[src/verilog/dfts_pkg.sv]
// Constants for the drive fault trip supervisor: map, codes, timing.
// Assumes a 100 MHz mclk and APB access with 32-bit data.
package dfts_pkg;

  // Register byte offsets
  localparam logic [7:0] DFTS_CTRL_OFF = 8'h00;
  localparam logic [7:0] DFTS_VIEW_OFF = 8'h04;
  localparam logic [7:0] DFTS_HIST_OFF = 8'h08;
  localparam logic [7:0] DFTS_LIMT_OFF = 8'h1C;
  localparam logic [7:0] DFTS_MAXF_OFF = 8'h20;
  localparam logic [7:0] DFTS_ISTA_OFF = 8'h24;
  localparam logic [7:0] DFTS_IMSK_OFF = 8'h28;
  localparam int DFTS_HIST_N = 5;

  // Field layout
  localparam int DFTS_CTRL_RST_BIT = 0;
  localparam int DFTS_VIEW_EN_BIT = 8;
  localparam int DFTS_VIEW_LAT_BIT = 9;
  localparam int DFTS_STAT_LSB = 8;

  // Fault codes, also bit index in the interrupt status
  localparam logic [3:0] DFTS_F_NONE = 4'h0;
  localparam logic [3:0] DFTS_F_SURGE = 4'h1;
  localparam logic [3:0] DFTS_F_LEAK = 4'h2;
  localparam logic [3:0] DFTS_F_DCHI = 4'h3;
  localparam logic [3:0] DFTS_F_SUST = 4'h4;
  localparam logic [3:0] DFTS_F_LINK = 4'h5;
  localparam logic [3:0] DFTS_F_HEAT = 4'h6;
  localparam logic [3:0] DFTS_F_THERM = 4'h7;
  localparam logic [3:0] DFTS_F_EXTNO = 4'h8;
  localparam logic [3:0] DFTS_F_EXTNC = 4'h9;
  localparam logic [3:0] DFTS_F_DCLO = 4'hA;
  localparam logic [3:0] DFTS_F_SHORT = 4'hB;
  localparam logic [3:0] DFTS_F_PHASE = 4'hC;
  localparam logic [3:0] DFTS_F_SPEED = 4'hD;
  localparam logic [3:0] DFTS_F_CUT = 4'hE;

  // Pin vector positions
  localparam int DFTS_P_LEAK = 0;
  localparam int DFTS_P_DCHI = 1;
  localparam int DFTS_P_DCLO = 2;
  localparam int DFTS_P_LINK = 3;
  localparam int DFTS_P_HEAT = 4;
  localparam int DFTS_P_EXTNO = 5;
  localparam int DFTS_P_EXTNC = 6;
  localparam int DFTS_P_SHORT = 7;
  localparam int DFTS_P_CUT = 8;
  localparam int DFTS_P_RSTT = 9;
  localparam int DFTS_P_PH = 10;
  localparam int DFTS_PINS = 13;
  // Idle levels: closed contact and open reset terminal read high
  localparam logic [12:0] DFTS_PIN_IDLE = 13'h0240;

  // Protection levels, percent of rated current and 0.1 Hz units
  localparam logic [9:0] DFTS_SURGE_PCT = 10'd200;
  localparam logic [9:0] DFTS_SUST_PCT = 10'd180;
  localparam logic [9:0] DFTS_OVL_PCT = 10'd150;
  localparam logic [9:0] DFTS_RATED_PCT = 10'd100;
  localparam logic [15:0] DFTS_SPEED_EXCESS_TRIP_MARGIN = 16'd200;

  // Timing
  localparam int DFTS_CLK_NS = 10;
  localparam int DFTS_TICK_NS = 1000000;
  localparam int DFTS_TICK_CYC = DFTS_TICK_NS / DFTS_CLK_NS;
  localparam int DFTS_THERM_MIN = 1;
  localparam int DFTS_THERM_MS = DFTS_THERM_MIN * 60000;
  localparam logic [23:0] DFTS_THERM_LIM = 24'(50 * DFTS_THERM_MS);
  localparam logic [15:0] DFTS_LIMT_RST = 16'd60000;
  localparam logic [15:0] DFTS_MAXF_RST = 16'd600;

endpackage

[src/verilog/dfts_supervisor.sv]
// Fault trip supervisor: latches drive protection trips, gates the
// power stage, keeps a five-deep trip history, APB registers and irq.
// Assumes same-clock measurement buses and asynchronous sense pins.
`timescale 1ns/1ps

module dfts_supervisor import dfts_pkg::*; #(
  parameter int TICK_CYC = DFTS_TICK_CYC
) (
  input wire logic mclk,
  input wire logic rst_n,
  input wire logic psel,
  input wire logic penable,
  input wire logic pwrite,
  input wire logic [7:0] paddr,
  input wire logic [31:0] pwdata,
  output logic [31:0] prdata,
  output logic pready,
  output logic pslverr,
  input wire logic [DFTS_PINS-1:0] sense_pins,
  input wire logic [9:0] cur_pct,
  input wire logic [15:0] motor_freq,
  input wire logic [15:0] op_status,
  output logic pwr_en,
  output logic irq
);

  ////////////////////////////////////////////////////////////////////
  // Pin synchronisers, three stages, change taken when 2 and 3 agree
  logic [DFTS_PINS-1:0] s1_r, s2_r, s3_r, pin_r;

  genvar gi;
  generate
    for (gi = 0; gi < DFTS_PINS; gi++) begin : g_sync
      always_ff @(posedge mclk or negedge rst_n) begin
        if (!rst_n) begin
          s1_r[gi] <= DFTS_PIN_IDLE[gi];
          s2_r[gi] <= DFTS_PIN_IDLE[gi];
          s3_r[gi] <= DFTS_PIN_IDLE[gi];
          pin_r[gi] <= DFTS_PIN_IDLE[gi];
        end else begin
          s1_r[gi] <= sense_pins[gi];
          s2_r[gi] <= s1_r[gi];
          s3_r[gi] <= s2_r[gi];
          if (s2_r[gi] == s3_r[gi]) begin
            pin_r[gi] <= s3_r[gi];
          end
        end
      end
    end
  endgenerate

  ////////////////////////////////////////////////////////////////////
  // Registers written by software
  logic [15:0] limit_ms_r;
  logic [15:0] max_freq_r;
  logic [15:0] irq_stat_r;
  logic [15:0] irq_mask_r;
  logic key_rst_r;
  logic [31:0] prdata_r;
  logic wr_acc, rd_setup, addr_ok;

  assign wr_acc = psel && penable && pwrite;
  assign rd_setup = psel && !penable;
  assign addr_ok = (paddr[1:0] == 2'h0) && (paddr <= DFTS_IMSK_OFF);

  ////////////////////////////////////////////////////////////////////
  // Millisecond tick
  // Counter keeps at least one bit so a one-cycle tick still elaborates
  localparam int TICK_W = (TICK_CYC > 1) ? $clog2(TICK_CYC) : 1;
  logic [TICK_W-1:0] tick_cnt_r;
  logic tick;

  assign tick = (tick_cnt_r == TICK_W'(TICK_CYC - 1));

  // Free-running divider
  always_ff @(posedge mclk or negedge rst_n) begin
    if (!rst_n) begin
      tick_cnt_r <= '0;
    end else if (tick) begin
      tick_cnt_r <= '0;
    end else begin
      tick_cnt_r <= tick_cnt_r + 1'b1;
    end
  end

  ////////////////////////////////////////////////////////////////////
  // Sustained current timer
  logic [15:0] sust_ms_r;
  logic sust_hit;

  assign sust_hit = (cur_pct >= DFTS_SUST_PCT) && (sust_ms_r >= limit_ms_r);

  // Counts ms spent at or above the sustained level
  always_ff @(posedge mclk or negedge rst_n) begin
    if (!rst_n) begin
      sust_ms_r <= '0;
    end else if (cur_pct < DFTS_SUST_PCT) begin
      sust_ms_r <= '0;
    end else if (tick && sust_ms_r != 16'hFFFF) begin
      sust_ms_r <= sust_ms_r + 1'b1;
    end
  end

  ////////////////////////////////////////////////////////////////////
  // Motor thermal model: excess over rated heats, at or below rated cools
  logic [23:0] therm_r;
  logic [23:0] therm_add;

  assign therm_add = 24'(cur_pct - DFTS_RATED_PCT);

  // Heat sized so 150 percent for one minute reaches the limit
  always_ff @(posedge mclk or negedge rst_n) begin
    if (!rst_n) begin
      therm_r <= '0;
    end else if (tick) begin
      if (cur_pct > DFTS_RATED_PCT) begin
        if (therm_r < DFTS_THERM_LIM) begin
          therm_r <= therm_r + therm_add;
        end
      end else if (therm_r != '0) begin
        therm_r <= therm_r - 1'b1;
      end
    end
  end

  ////////////////////////////////////////////////////////////////////
  // Trip conditions, lowest code wins when several meet
  logic [15:0] cond;
  logic [3:0] new_code;
  logic trip_any;
  logic [16:0] speed_excess_trip_lim;

  assign speed_excess_trip_lim = {1'b0, max_freq_r} + {1'b0, DFTS_SPEED_EXCESS_TRIP_MARGIN};

  // Condition vector indexed by fault code
  always_comb begin
    cond = '0;
    cond[DFTS_F_SURGE] = cur_pct > DFTS_SURGE_PCT;
    cond[DFTS_F_LEAK] = pin_r[DFTS_P_LEAK];
    cond[DFTS_F_DCHI] = pin_r[DFTS_P_DCHI];
    cond[DFTS_F_SUST] = sust_hit;
    cond[DFTS_F_LINK] = pin_r[DFTS_P_LINK];
    cond[DFTS_F_HEAT] = pin_r[DFTS_P_HEAT];
    cond[DFTS_F_THERM] = therm_r >= DFTS_THERM_LIM;
    cond[DFTS_F_EXTNO] = pin_r[DFTS_P_EXTNO];
    cond[DFTS_F_EXTNC] = !pin_r[DFTS_P_EXTNC];
    cond[DFTS_F_DCLO] = pin_r[DFTS_P_DCLO];
    cond[DFTS_F_SHORT] = pin_r[DFTS_P_SHORT];
    cond[DFTS_F_PHASE] = |pin_r[DFTS_P_PH +: 3];
    cond[DFTS_F_SPEED] = {1'b0, motor_freq} > speed_excess_trip_lim;
  end

  // Priority encoder
  always_comb begin
    new_code = DFTS_F_NONE;
    for (int i = 15; i > 0; i--) begin
      if (cond[i]) begin
        new_code = 4'(i);
      end
    end
  end

  assign trip_any = (new_code != DFTS_F_NONE);

  ////////////////////////////////////////////////////////////////////
  // Fault latch and reset sources
  logic [3:0] fault_r;
  logic latched;
  logic clr_req;
  logic new_trip;
  logic cut;

  assign latched = (fault_r != DFTS_F_NONE);
  assign clr_req = key_rst_r || !pin_r[DFTS_P_RSTT];
  assign new_trip = trip_any && !latched;
  assign cut = pin_r[DFTS_P_CUT];

  // Holds the first fault until reset; power-on reset also clears
  always_ff @(posedge mclk or negedge rst_n) begin
    if (!rst_n) begin
      fault_r <= DFTS_F_NONE;
    end else if (clr_req) begin
      fault_r <= DFTS_F_NONE;
    end else if (new_trip) begin
      fault_r <= new_code;
    end
  end

  // Output stage gate, cut-off acts without latching
  always_ff @(posedge mclk or negedge rst_n) begin
    if (!rst_n) begin
      pwr_en <= 1'b0;
    end else begin
      pwr_en <= !trip_any && !latched && !cut && !clr_req;
    end
  end

  ////////////////////////////////////////////////////////////////////
  // Trip history, slot 0 newest
  logic [3:0] hist_code_r [DFTS_HIST_N];
  logic [15:0] hist_stat_r [DFTS_HIST_N];

  // Shift on each new trip, dropping the oldest
  always_ff @(posedge mclk or negedge rst_n) begin
    if (!rst_n) begin
      for (int i = 0; i < DFTS_HIST_N; i++) begin
        hist_code_r[i] <= DFTS_F_NONE;
        hist_stat_r[i] <= '0;
      end
    end else if (new_trip && !clr_req) begin
      hist_code_r[0] <= new_code;
      hist_stat_r[0] <= op_status;
      for (int i = 1; i < DFTS_HIST_N; i++) begin
        hist_code_r[i] <= hist_code_r[i-1];
        hist_stat_r[i] <= hist_stat_r[i-1];
      end
    end
  end

  ////////////////////////////////////////////////////////////////////
  // Interrupt: sticky per code, write one clears, set wins
  logic cut_d_r;
  logic [15:0] ev;

  always_comb begin
    ev = '0;
    if (new_trip && !clr_req) begin
      ev[new_code] = 1'b1;
    end
    ev[DFTS_F_CUT] = cut && !cut_d_r;
  end

  always_ff @(posedge mclk or negedge rst_n) begin
    if (!rst_n) begin
      cut_d_r <= 1'b0;
      irq_stat_r <= '0;
      irq <= 1'b0;
    end else begin
      cut_d_r <= cut;
      if (wr_acc && paddr == DFTS_ISTA_OFF) begin
        irq_stat_r <= (irq_stat_r & ~pwdata[15:0]) | ev;
      end else begin
        irq_stat_r <= irq_stat_r | ev;
      end
      irq <= |(irq_stat_r & irq_mask_r);
    end
  end

  ////////////////////////////////////////////////////////////////////
  // APB writes, zero wait state
  always_ff @(posedge mclk or negedge rst_n) begin
    if (!rst_n) begin
      limit_ms_r <= DFTS_LIMT_RST;
      max_freq_r <= DFTS_MAXF_RST;
      irq_mask_r <= '0;
      key_rst_r <= 1'b0;
    end else begin
      key_rst_r <= wr_acc && paddr == DFTS_CTRL_OFF && pwdata[DFTS_CTRL_RST_BIT];
      if (wr_acc && paddr == DFTS_LIMT_OFF) begin
        limit_ms_r <= pwdata[15:0];
      end
      if (wr_acc && paddr == DFTS_MAXF_OFF) begin
        max_freq_r <= pwdata[15:0];
      end
      if (wr_acc && paddr == DFTS_IMSK_OFF) begin
        irq_mask_r <= pwdata[15:0];
      end
    end
  end

  // Read data captured in the setup cycle
  always_ff @(posedge mclk or negedge rst_n) begin
    if (!rst_n) begin
      prdata_r <= '0;
    end else if (rd_setup) begin
      prdata_r <= '0;
      unique case (paddr)
        DFTS_VIEW_OFF: begin
          prdata_r[3:0] <= latched ? fault_r : (cut ? DFTS_F_CUT : DFTS_F_NONE);
          prdata_r[DFTS_VIEW_EN_BIT] <= pwr_en;
          prdata_r[DFTS_VIEW_LAT_BIT] <= latched;
        end
        DFTS_LIMT_OFF: prdata_r[15:0] <= limit_ms_r;
        DFTS_MAXF_OFF: prdata_r[15:0] <= max_freq_r;
        DFTS_ISTA_OFF: prdata_r[15:0] <= irq_stat_r;
        DFTS_IMSK_OFF: prdata_r[15:0] <= irq_mask_r;
        default: begin
          for (int i = 0; i < DFTS_HIST_N; i++) begin
            if (paddr == DFTS_HIST_OFF + 8'(4 * i)) begin
              prdata_r[3:0] <= hist_code_r[i];
              prdata_r[DFTS_STAT_LSB +: 16] <= hist_stat_r[i];
            end
          end
        end
      endcase
    end
  end

  assign prdata = prdata_r;
  assign pready = psel && penable;
  assign pslverr = psel && penable && !addr_ok;
endmodule

[config.mk]
export PLATFORM = sky130hd
export DESIGN_NAME = dfts_supervisor
export DESIGN_NICKNAME = d
export VERILOG_FILES = /design/src/verilog/dfts_pkg.sv /design/src/verilog/dfts_supervisor.sv
export SDC_FILE = /design/constraint.sdc
export NUM_CORES = 1
export LEC_CHECK = 0
export ABC_AREA = 1
export BUFFER_PORTS_ARGS = -buffer_cell sky130_fd_sc_hd__buf_2
export CELL_PAD_IN_SITES_DETAIL_PLACEMENT = 0
export CELL_PAD_IN_SITES_GLOBAL_PLACEMENT = 1
export CORE_MARGIN = 2
export CORE_UTILIZATION = 49
export CTS_CLUSTER_DIAMETER = 30
export DETAILED_ROUTE_END_ITERATION = 8
export PLACE_DENSITY = 0.89
export SYNTH_ARGS = -nofsm -noshare
export SYNTH_HDL_FRONTEND = slang
export SYNTH_SLANG_ARGS = --single-unit
[constraint.sdc]
create_clock -name mclk -period 6.95 [get_ports mclk]
set_clock_uncertainty 0.15 [all_clocks]
set_input_delay 0 -clock mclk [delete_from_list [all_inputs] [get_ports mclk]]
set_output_delay 0 -clock mclk [all_outputs]
set_load 0.01 [all_outputs]
==> results.md, run 1 <==
- Num CTS Buffers: around 70
- Top Metal Used: met4
- Io pins: roughly 140
- Drc violations: 0
- Total Neg Setup Slack: 0 ns
- Top cell by count, worst path: nand2_1
- Hold Path Class: primary input to flip-flop
- Most used DFF post-synth: dfrtp_1
- Yosys warning total: 0
- RePlAce Congestion: just over 0.9
- Vias: around 14000
- Critical Path Start: max_freq_r[3]
- Leading area contributor after synthesis: dfrtp_1
- Vias in the first global route: roughly 14000
- RSZ-0062 raised after global routing: false
- GR Overflow Total: 0
- Initial Utilization: 50.1%
- Relative slew slack: 12.4%
- Share of layout cells above drive strength 1: 14.4%
- Routed wl met3: 3110 um
- Total power: about 0.0063 W
- Max stage delay on crit path: approximately 0.8 ns
- Crit share post-route: 70.5%
- Synth cell types: 58
- Wirelength, routed: roughly 45000 um
- Crit end category: flip-flop
- Antenna cells: 0
- Hold Fails Final Rpt: 0
- Worst EP required: 7.29 ns
- Crit Reg-Reg Startpoint: max_freq_r[3]
- Fillers: between 2000 and 3000
- Htree depth: 3
- CP max FO: just over 100
- Vias per Instance: 5.63
- Post-synth EDFFs: 0
- Pwr per Cell Area: between 300 and 400 mW/mm2
- Flop-to-flop setup slack: 2.05 ns
- CP arrival: approximately 5.2 ns
- Multi-input logic area: slightly above 0.007 mm2
- DPL Wire Length: between 20000 and 30000 um
- Mapped cell area: about 0.016 mm2
- Initial antenna violation count: 0
- Synth top area cells: dfrtp_1, nand2_1, ha_1
- Max-cap violation count: 0
- Fin. max-slew vios: 0
- Wl on met1: 19400 um
- Post CTS Setup Buffer Count: 0
- Horiz. Die Dim: about 180 um
- CTS clk-pin slew, worst paths: 0.05 ns
- Global Route Usage Sum: ~27%
- Root Driver: clkbuf_16
- CP Capture Point: hist_stat_r[68]
- Final setup viols: 0
- Largest net degree at the start of global routing: approximately 170
- Antenna viol nets, final: 0
- First-pass GRT wire length: around 73000 um
- DRT Pass-1 Iters: 6
- Die ar.: about 0.034 mm2
- DRT iter0 DRCs: 1216
- Syn Area/Cell: about 8.4 um2
- Ys async rst share: between 90% and 100%
- Clk_lat worst skew: between 0.5 and 0.6 ns
- Storage cell area: roughly 0.0077 mm2
- Max VDD drop: about 0.00023 V
- Minimum clock period: approximately 4.9 ns
- Cells on worst reg2reg path: 29
- Measured slew at the worst slew-check pin: 1.31 ns
- RR Endpoint: hist_stat_r[68]
- Status: completed
- CTS tree: done
- Clk sinks: just over 300
- Sequential area share after synthesis: 48.2%
- Clock Tree Buf Depth: 3
- Met2 Wirelength: between 20000 and 25000 um
- Final net count: 2240
- Syn Inst Count: roughly 1900
- Top-area cell type share of the netlist area: 45.0%
- CP Launch Type: flip-flop
- Crit Path Category: flip-flop to flip-flop
- Area Overhead vs Synth: 24.8%
- Slowest-stage cell, CP: buf_4
- Die Height: about 180 um
- Average wire per standard cell: between 15 and 20 um
- Flops & latches, synth: between 300 and 400
- Final core occ: between 60% and 70%
- FMAX: about 200 MHz
- Static Leak: approximately 9.7 nW
- Num rows: 65
- Core Area: about 0.032 mm2
- # port buffers: around 110
metrics by stage:
step	setup WS, ns	area [um2]	hold WS [ns]	std cells
after global placement	2.25	16700	-0.157	2336
after global routing	1.65	19800	0.0771	2534
after floorplan	3.47	15900	-0.446	1894
final	2.05	19800	0.0647	2534
after detailed placement	2.21	16700	-0.153	2336
after CTS	2.17	19800	0.0433	2534
what timing repair did:
item | 4_1_cts | 5_1_grt
setup endpoints to repair | 0 | 0
resized for setup | 0 | 0
hold endpoints to repair | 280 | 0
hold buffers | 73 | 0
cell families after synthesis:
group           synth area share [%]
flops                           48.2
buf+inv                         7.44
other cells                   0.0236
xor+xnor                        1.87
compound gates                  13.0
fa+ha+maj                       5.83
simple gates                    23.7
critical path, delay by kind of cell, from the launching register on:
family / cells / cell delay [ns]
XOR/XNOR: 1 / 0.15
adder cells (fa/ha/maj): 2 / 0.48
buffers and inverters: 2 / 0.89
flip-flops: 1 / 0.59
AND/OR/NAND/NOR: 24 / 2.50
metal layers:
metal,up-vias,global-route usage (%)
met5,-,0
met4,0,12.3
met3,124,5.57
met2,550,43.3
met1,6807,36.4
li1,6785,-
sequential cells by signal, summed over array words and instances (netlist names), 4 cells and up:
signal       cells
irq_stat_r      16
therm_r         24
cond             7
hist_stat_r     80
s1_r            13
pin_r            5
tick_cnt_r      17
max_freq_r      16
hist_code_r     20
fault_r          4
irq_mask_r      16
limit_ms_r      16
s2_r            13
sust_ms_r       16
s3_r            13
prdata          24
cell type report:
type	count	area share (%)
clock buffers	85	9.35
clock inverters	40	2.54
repair buffers	202	7.37
multi-input cells	1304	35.9
inverters	196	3.71
flip-flops and latches	305	38.6
well taps	402	2.54
cells in the mapped netlist (all sizes together) (3+ instances only):
master / count
o21ai: 146
xnor2: 14
inv: 194
nand2: 518
dfrtp: 286
maj3: 13
nor2: 97
a221oi: 26
a211oi: 3
a21o: 4
a41oi: 3
o22ai: 7
a21boi: 4
o211ai: 10
dfstp: 19
a2111oi: 4
nand4: 119
a31oi: 9
a32o: 17
xor2: 20
clkbuf: 59
nor3: 29
nor4: 10
buf: 30
nand3: 70
o21bai: 12
a21oi: 82
ha: 62
placed cells by master, fill, tap and decap left out, types with 5 or more instances in the layout:
cell type / n
bufinv_16: 6
clkinvlp_4: 6
maj3_1: 13
nor2_4: 5
a32o_1: 17
o21ai_0: 142
conb_1: 8
xnor2_1: 14
a31oi_1: 9
nor3_1: 26
nor4_1: 8
clkbuf_16: 68
xor2_1: 20
dfrtp_1: 286
clkbuf_8: 9
clkinv_2: 6
dfstp_2: 19
a221oi_1: 26
a21oi_1: 80
o211ai_1: 10
ha_1: 62
o22ai_1: 7
nand2_1: 517
buf_4: 17
nand3_1: 66
buf_2: 110
o21bai_2: 10
dlygate4sd3_1: 72
nor2_2: 5
nor2_1: 87
nand4_1: 117
inv_6: 13
clkbuf_1: 8
inv_1: 191
worst min-delay path by stage:
stage / depth (start not counted) / to / startpoint
finish: 4 / hist_stat_r[77] / op_status[13]
global route: 3 / irq_stat_r[0] / pwdata[0]
CTS: 7 / prdata[10] / paddr[3]
detailed placement: 1 / s1_r[1] / rst_n
global placement: 1 / s1_r[0] / rst_n
floorplan: 0 / cond[10] / rst_n
where the power goes:
part / switching, W / total, W / internal (W)
logic: 0.000480 / 0.000731 / 0.000251
clock network: 0.00109 / 0.00325 / 0.00216
registers: 0.000213 / 0.00227 / 0.00206
No activity file was read; power rests on OpenSTA's default activity.
==> inputs of run 2 (changes only) <==
Settings changed: CORE_UTILIZATION 49 to 46, PLACE_DENSITY 0.89 to 0.85.
Clock period 6.95 ns to 4.9 ns, I/O delays scaled along.
==> results.md, run 2 (synthesis results as in run 1) <==
- Slowest-stage cell, CP: buf_4 (unchanged)
- Global Route Usage Sum: 25.1% (was 27.4%)
- RSZ-0062 raised after global routing: false (unchanged)
- Antenna viol nets, final: 0 (unchanged)
- Measured slew at the worst slew-check pin: 1.15 ns (was 1.31 ns)
- CTS tree: done (unchanged)
- Crit end category: flip-flop (unchanged)
- Multi-input logic area: 0.00712 mm2 (about the same)
- Crit Path Category: flip-flop to flip-flop (unchanged)
- Fin. max-slew vios: 0 (unchanged)
- Largest net degree at the start of global routing: 127 (was 167)
- Top cell by count, worst path: nand2_1 (unchanged)
- Critical Path Start: max_freq_r[3] (unchanged)
- Static Leak: 9.72 nW (was 9.67 nW)
- Average wire per standard cell: 17.2 um (was 17.8 um)
- Storage cell area: 0.00766 mm2 (unchanged)
- Drc violations: 0 (unchanged)
- GR Overflow Total: 0 (unchanged)
- Final net count: 2244 (was 2240)
- Crit Reg-Reg Startpoint: max_freq_r[3] (unchanged)
- First-pass GRT wire length: 71900 um (was 73300 um)
- Max reg flops: 80 (unchanged)
- CP arrival: 4.81 ns (was 5.24 ns)
- Num CTS Buffers: 72 (was 68)
- Num rows: 68 (was 65)
- Io pins: 136 (unchanged)
- CP max FO: 70 (was 103)
- Most frequent cells in the layout: nand2_1, dfrtp_1, inv_1, o21ai_0, nand4_1 (unchanged)
- Clock Tree Buf Depth: 3 (unchanged)
- Crit share post-route: 91.3% (was 70.5%)
- # port buffers: 111 (unchanged)
- Wirelength, routed: 44600 um (was 45000 um)
- RePlAce Congestion: 0.880 (was 0.914)
- Final core occ: 58.4% (was 62.5%)
- DRT Pass-1 Iters: 5 (was 6)
- Vias in the first global route: 13700 (was 14200)
- Final setup viols: 0 (unchanged)
- Vias per Instance: 5.44 (was 5.63)
- Initial antenna violation count: 1 (was 0)
- Max VDD drop: 0.000380 V (was 0.000230 V)
- CP Launch Type: flip-flop (unchanged)
- Largest Register: hist_stat_r (unchanged)
- Status: completed (unchanged)
- Hold Fails Final Rpt: 0 (unchanged)
- Antenna cells: 0 (unchanged)
- Most common cell after layout, fill and taps aside: nand2_1 (unchanged)
- Root Driver: clkbuf_16 (unchanged)
- Total power: 0.00909 W (was 0.00625 W)
- Fillers: 3007 (was 2655)
- Flop-to-flop setup slack: 0.43 ns (was 2.05 ns)
- Initial Utilization: 46.3% (was 50.1%)
- DPL Wire Length: 29300 um (was 28900 um)
- Die Height: 190 um (was 184 um)
- Clk_lat worst skew: 0.57 ns (about the same)
- Worst EP required: 5.24 ns (was 7.29 ns)
- Horiz. Die Dim: 190 um (was 184 um)
- CTS clk-pin slew, worst paths: 0.05 ns (about the same)
- Share of layout cells above drive strength 1: 14.6% (was 14.4%)
- DRT iter0 DRCs: 1132 (was 1216)
- FMAX: 223 MHz (was 204 MHz)
- Max-cap violation count: 0 (unchanged)
- Area Overhead vs Synth: 26.0% (was 24.8%)
- Core Area: 0.0343 mm2 (was 0.0317 mm2)
- Hold Path Class: primary input to async pin (was primary input to flip-flop)
- Clk sinks: 305 (unchanged)
- Vias: 14100 (was 14300)
- Total Neg Setup Slack: 0 ns (unchanged)
- Relative slew slack: 22.9% (was 12.4%)
- Pwr per Cell Area: 454 mW/mm2 (was 315 mW/mm2)
- Minimum clock period: 4.47 ns (was 4.90 ns)
- Max stage delay on crit path: 0.65 ns (was 0.82 ns)
- Die ar.: 0.0360 mm2 (was 0.0339 mm2)
- Htree depth: 3 (unchanged)
- Post CTS Setup Buffer Count: 0 (unchanged)
==> run 2: changes by cell type in the layout (fill, tap and decap cells not counted), sizes merged <==
| cell | delta |
|---|---|
| clkinv | +1 |
| dlygate4sd3 | -3 |
| clkinvlp | +4 |
| clkbuf | +13 |
| bufinv | +1 |
| buf | +3 |
| inv | -10 |
==> run 2: repair_timing <==
action | CTS | global route
hold buffers | 69 | 0
resized for setup | 0 | 0
endpoints found under the hold margin | 231 | 0
==> run 2: worst paths after layout <==
path | end | depth (start not counted)
max | hist_code_r[1] | 28
min | s1_r[7] | 2
max reg2reg | hist_code_r[1] | 28
min reg2reg | s2_r[12] | 0
max in group asynchronous | prdata[11] | 3
min in group mclk | sust_ms_r[1] | 8
==> run 2: layer usage <==
metal / GRT usage [%] / vias to the layer above / wire length [um]
met2: 39.5 / 460 / 20600
met4: 10.9 / 0 / 1620
li1: - / 6796 / -
met5: 0 / - / 0
met1: 34.3 / 6757 / 19600
met3: 4.52 / 101 / 2770
==> run 2: stage by stage <==
| step | instances | instance area (um2) | hold slack (ns) | setup slack [ns] |
|---|---|---|---|---|
| after CTS | 2596 | 20000 | 0.00221 | 0.429 |
| after global placement | 2393 | 16800 | -0.0440 | 0.650 |
| after global routing | 2596 | 20000 | 0.0338 | 0.00298 |
| after detailed placement | 2393 | 16800 | -0.0439 | 0.527 |
| after floorplan | 1894 | 15900 | -0.446 | 1.42 |
| final | 2596 | 20000 | 0.00102 | 0.425 |
==> run 2: layout make-up <==
cell class                      instances  share of cell area [%]
Sequential cell                       305                    38.2
Multi-Input combinational cell       1304                    35.6
Clock buffer                           98                    10.1
Timing Repair Buffer                  202                    7.23
Inverter                              196                    3.68
Tap cell                              455                    2.84
Clock inverter                         36                    2.31
==> run 2: power by group <==
| group | total [W] | switching [W] | internal (W) |
|---|---|---|---|
| combinational | 0.00104 | 0.000681 | 0.000361 |
| sequential | 0.00323 | 0.000309 | 0.00292 |
| clock | 0.00482 | 0.00153 | 0.00329 |
==> run 2: critical path, delay by kind of cell, from the launching register on <==
| kind | cells | cell delay, ns |
|---|---|---|
| buf+inv | 2 | 0.73 |
| flops | 1 | 0.57 |
| simple gates | 22 | 2.04 |
| compound gates | 1 | 0.17 |
| fa+ha+maj | 2 | 0.52 |
| xor+xnor | 1 | 0.18 |
==> inputs of run 3 (changes only) <==
Settings changed: MAX_ROUTING_LAYER set to met4.
==> results.md, run 3 (synthesis results as in run 1) <==
- Status: completed (unchanged)
- Most frequent cells in the layout: nand2_1, dfrtp_1, inv_1, o21ai_0, nand4_1 (unchanged)
- Static Leak: 9.85 nW (was 9.72 nW)
- Share of layout cells above drive strength 1: 15.1% (was 14.6%)
- Max stage delay on crit path: 0.57 ns (was 0.65 ns)
- Worst Hold Path Cells: 3
- Max reg flops: 80 (unchanged)
- RePlAce Congestion: 0.894 (was 0.880)
- Worst Path Buf+Inv: 2 (unchanged)
- Clk_lat worst skew: 0.58 ns (was 0.57 ns)
- FMAX: 231 MHz (was 223 MHz)
- Max-cap violation count: 0 (unchanged)
- Cells on worst reg2reg path: 30 (was 28)
- Htree depth: 3 (unchanged)
- RSZ-0062 raised after global routing: false (unchanged)
- CP arrival: 4.64 ns (was 4.81 ns)
- Io pins: 136 (unchanged)
- Fillers: 2996 (was 3007)
- Fin area: 0.0203 mm2 (was 0.0200 mm2)
- Fin. max-slew vios: 0 (unchanged)
- RR Endpoint: fault_r[2] (was hist_code_r[1])
- Initial antenna violation count: 0 (was 1)
- CP top delay family: simple AND/OR/NAND/NOR gates (unchanged)
- Area Overhead vs Synth: 27.5% (was 26.0%)
- Minimum clock period: 4.33 ns (was 4.47 ns)
- Pint: 0.00686 W (was 0.00657 W)
- Sw power: 0.00256 W (was 0.00252 W)
- Top cell by count, worst path: nand2_1 (unchanged)
- Final net count: 2253 (was 2244)
- Pwr per Cell Area: 465 mW/mm2 (was 454 mW/mm2)
- Vias: 14100 (about the same)
- Hold Fails Final Rpt: 0 (unchanged)
- Relative slew slack: 20.6% (was 22.9%)
- Measured slew at the worst slew-check pin: 1.16 ns (was 1.15 ns)
- First-pass GRT wire length: 73800 um (was 71900 um)
- Wirelength, routed: 45000 um (was 44600 um)
- Crit Reg-Reg Startpoint: max_freq_r[3] (unchanged)
- CP Launch Type: flip-flop (unchanged)
- Worst Hold Launch: pwdata[0]
- DRT Pass-1 Iters: 5 (unchanged)
- Largest net degree at the start of global routing: 104 (was 127)
- Crit share post-route: 88.3% (was 91.3%)
- Largest Register: hist_stat_r (unchanged)
- Vias in the first global route: 13900 (was 13700)
- Most common cell after layout, fill and taps aside: nand2_1 (unchanged)
- Antenna cells: 0 (unchanged)
- Antenna viol nets, final: 0 (unchanged)
- Num CTS Buffers: 75 (was 72)
- Part of the power in the clock network: 54.5% (was 53.0%)
- GR Overflow Total: 0 (unchanged)
- Pre-CTS setup slack: 0.607 ns (was 0.527 ns)
- Core Area: 0.0343 mm2 (unchanged)
- Final setup viols: 0 (unchanged)
- Global Route Usage Sum: 26.6% (was 25.1%)
- Fin worst setup slack: 0.572 ns (was 0.425 ns)
- CTS clk-pin slew, worst paths: 0.05 ns (about the same)
- Root Driver: clkbuf_16 (unchanged)
- Max VDD drop: 0.000320 V (was 0.000380 V)
- Die Height: 190 um (unchanged)
- Die ar.: 0.0360 mm2 (unchanged)
- Gate power share: 11.2% (was 11.5%)
- Crit end category: flip-flop (unchanged)
- DPL Wire Length: 29900 um (was 29300 um)
- Hold Path Class: primary input to flip-flop (was primary input to async pin)
- DP Area: 0.0169 mm2 (was 0.0168 mm2)
- Total Neg Setup Slack: 0 ns (unchanged)
- Crit Path Category: flip-flop to flip-flop (unchanged)
- Clk sinks: 305 (unchanged)
- Clock Tree Buf Depth: 3 (unchanged)
- Horiz. Die Dim: 190 um (unchanged)
- Flop pwr share: 34.3% (was 35.5%)
- Drc violations: 0 (unchanged)
- Vias per Instance: 5.41 (was 5.44)
- # port buffers: 111 (unchanged)
- Initial Utilization: 46.3% (unchanged)
- Slowest-stage cell, CP: dfstp_2 (was buf_4)
- WHS Endpoint: irq_stat_r[0]
- Switch share: 27.2% (was 27.7%)
- DRT iter0 DRCs: 1254 (was 1132)
- Multi-input logic area: 0.00712 mm2 (unchanged)
- Num rows: 68 (unchanged)
- CTS tree: done (unchanged)
- Average wire per standard cell: 17.2 um (about the same)
- Flop-to-flop setup slack: 0.57 ns (was 0.43 ns)
- CP max FO: 41 (was 70)
- Storage cell area: 0.00766 mm2 (unchanged)
- Worst EP required: 5.21 ns (was 5.24 ns)
- Post CTS Setup Buffer Count: 0 (unchanged)
run 3: cell count changes in the layout (fill, tap and decap cells not counted):
cell	delta
clkbuf_16	+2
bufinv_16	+4
clkinvlp_4	+1
clkinv_2	+9
clkinv_4	-5
buf_12	+1
inv_6	-2
clkinv_8	+1
dlygate4sd3_1	+3
clkbuf_1	-5
buf_4	+2
inv_8	-1
clkinv_16	+1
run 3: repair_timing:
item / in CTS / in global routing
resized for setup: 0 / 0
endpoints found under the hold margin: 221 / 0
hold buffers: 72 / 0
run 3: worst max-delay path by stage:
stage,start,to,slack [ns],cells past startpoint
after floorplan,max_freq_r[3],hist_code_r[16],1.42,31
after global placement,max_freq_r[3],fault_r[0],0.68,30
after detailed placement,max_freq_r[3],fault_r[3],0.61,30
after CTS,max_freq_r[3],fault_r[3],0.59,30
after global routing,max_freq_r[3],fault_r[2],0.12,30
final,max_freq_r[3],fault_r[2],0.57,30
run 3: through the flow:
step	instances	hold WS (ns)	util (%)	total power, W
6_report	2607	0.0247	59.1	0.00942
5_1_grt	2607	0.0393	59.1	0.00983
4_1_cts	2607	0.0113	59.1	0.00948
3_5_place_dp	2396	-0.0413	49.2	0.00425
3_3_place_gp	2396	-0.0444	49.2	0.00421
2_1_floorplan	1894	-0.446	-	0.00390
run 3: worst min-delay path, stage by stage:
cell and delay [ns]:
dlygate4sd3_1 0.52, buf_2 0.11, a21boi_0 0.07
run 3: area by class of cell:
| cell class | count | area share [%] |
|---|---|---|
| well taps | 455 | 2.81 |
| repair buffers | 208 | 7.46 |
| inverters | 196 | 3.63 |
| clock buffers | 95 | 10.2 |
| clock inverters | 44 | 3.00 |
| multi-input cells | 1304 | 35.1 |
| flip-flops and latches | 305 | 37.8 |
run 3: routing by layer:
layer	share of wire, %	GRT usage, %	up-vias
li1	-	-	6826
met1	44	35.5	6772
met2	47	40.6	435
met3	6.0	4.83	72
met4	2.9	10.0	0
met5	0	-	-
run 3: power groups by stage:
stage | clock network (W) | logic (W) | registers, W
after global placement | 0 | 0.000977 | 0.00324
final | 0.00513 | 0.00106 | 0.00323
after detailed placement | 0 | 0.00100 | 0.00325
after floorplan | 0 | 0.000738 | 0.00316
after global routing | 0.00534 | 0.00121 | 0.00327
after CTS | 0.00520 | 0.00106 | 0.00322
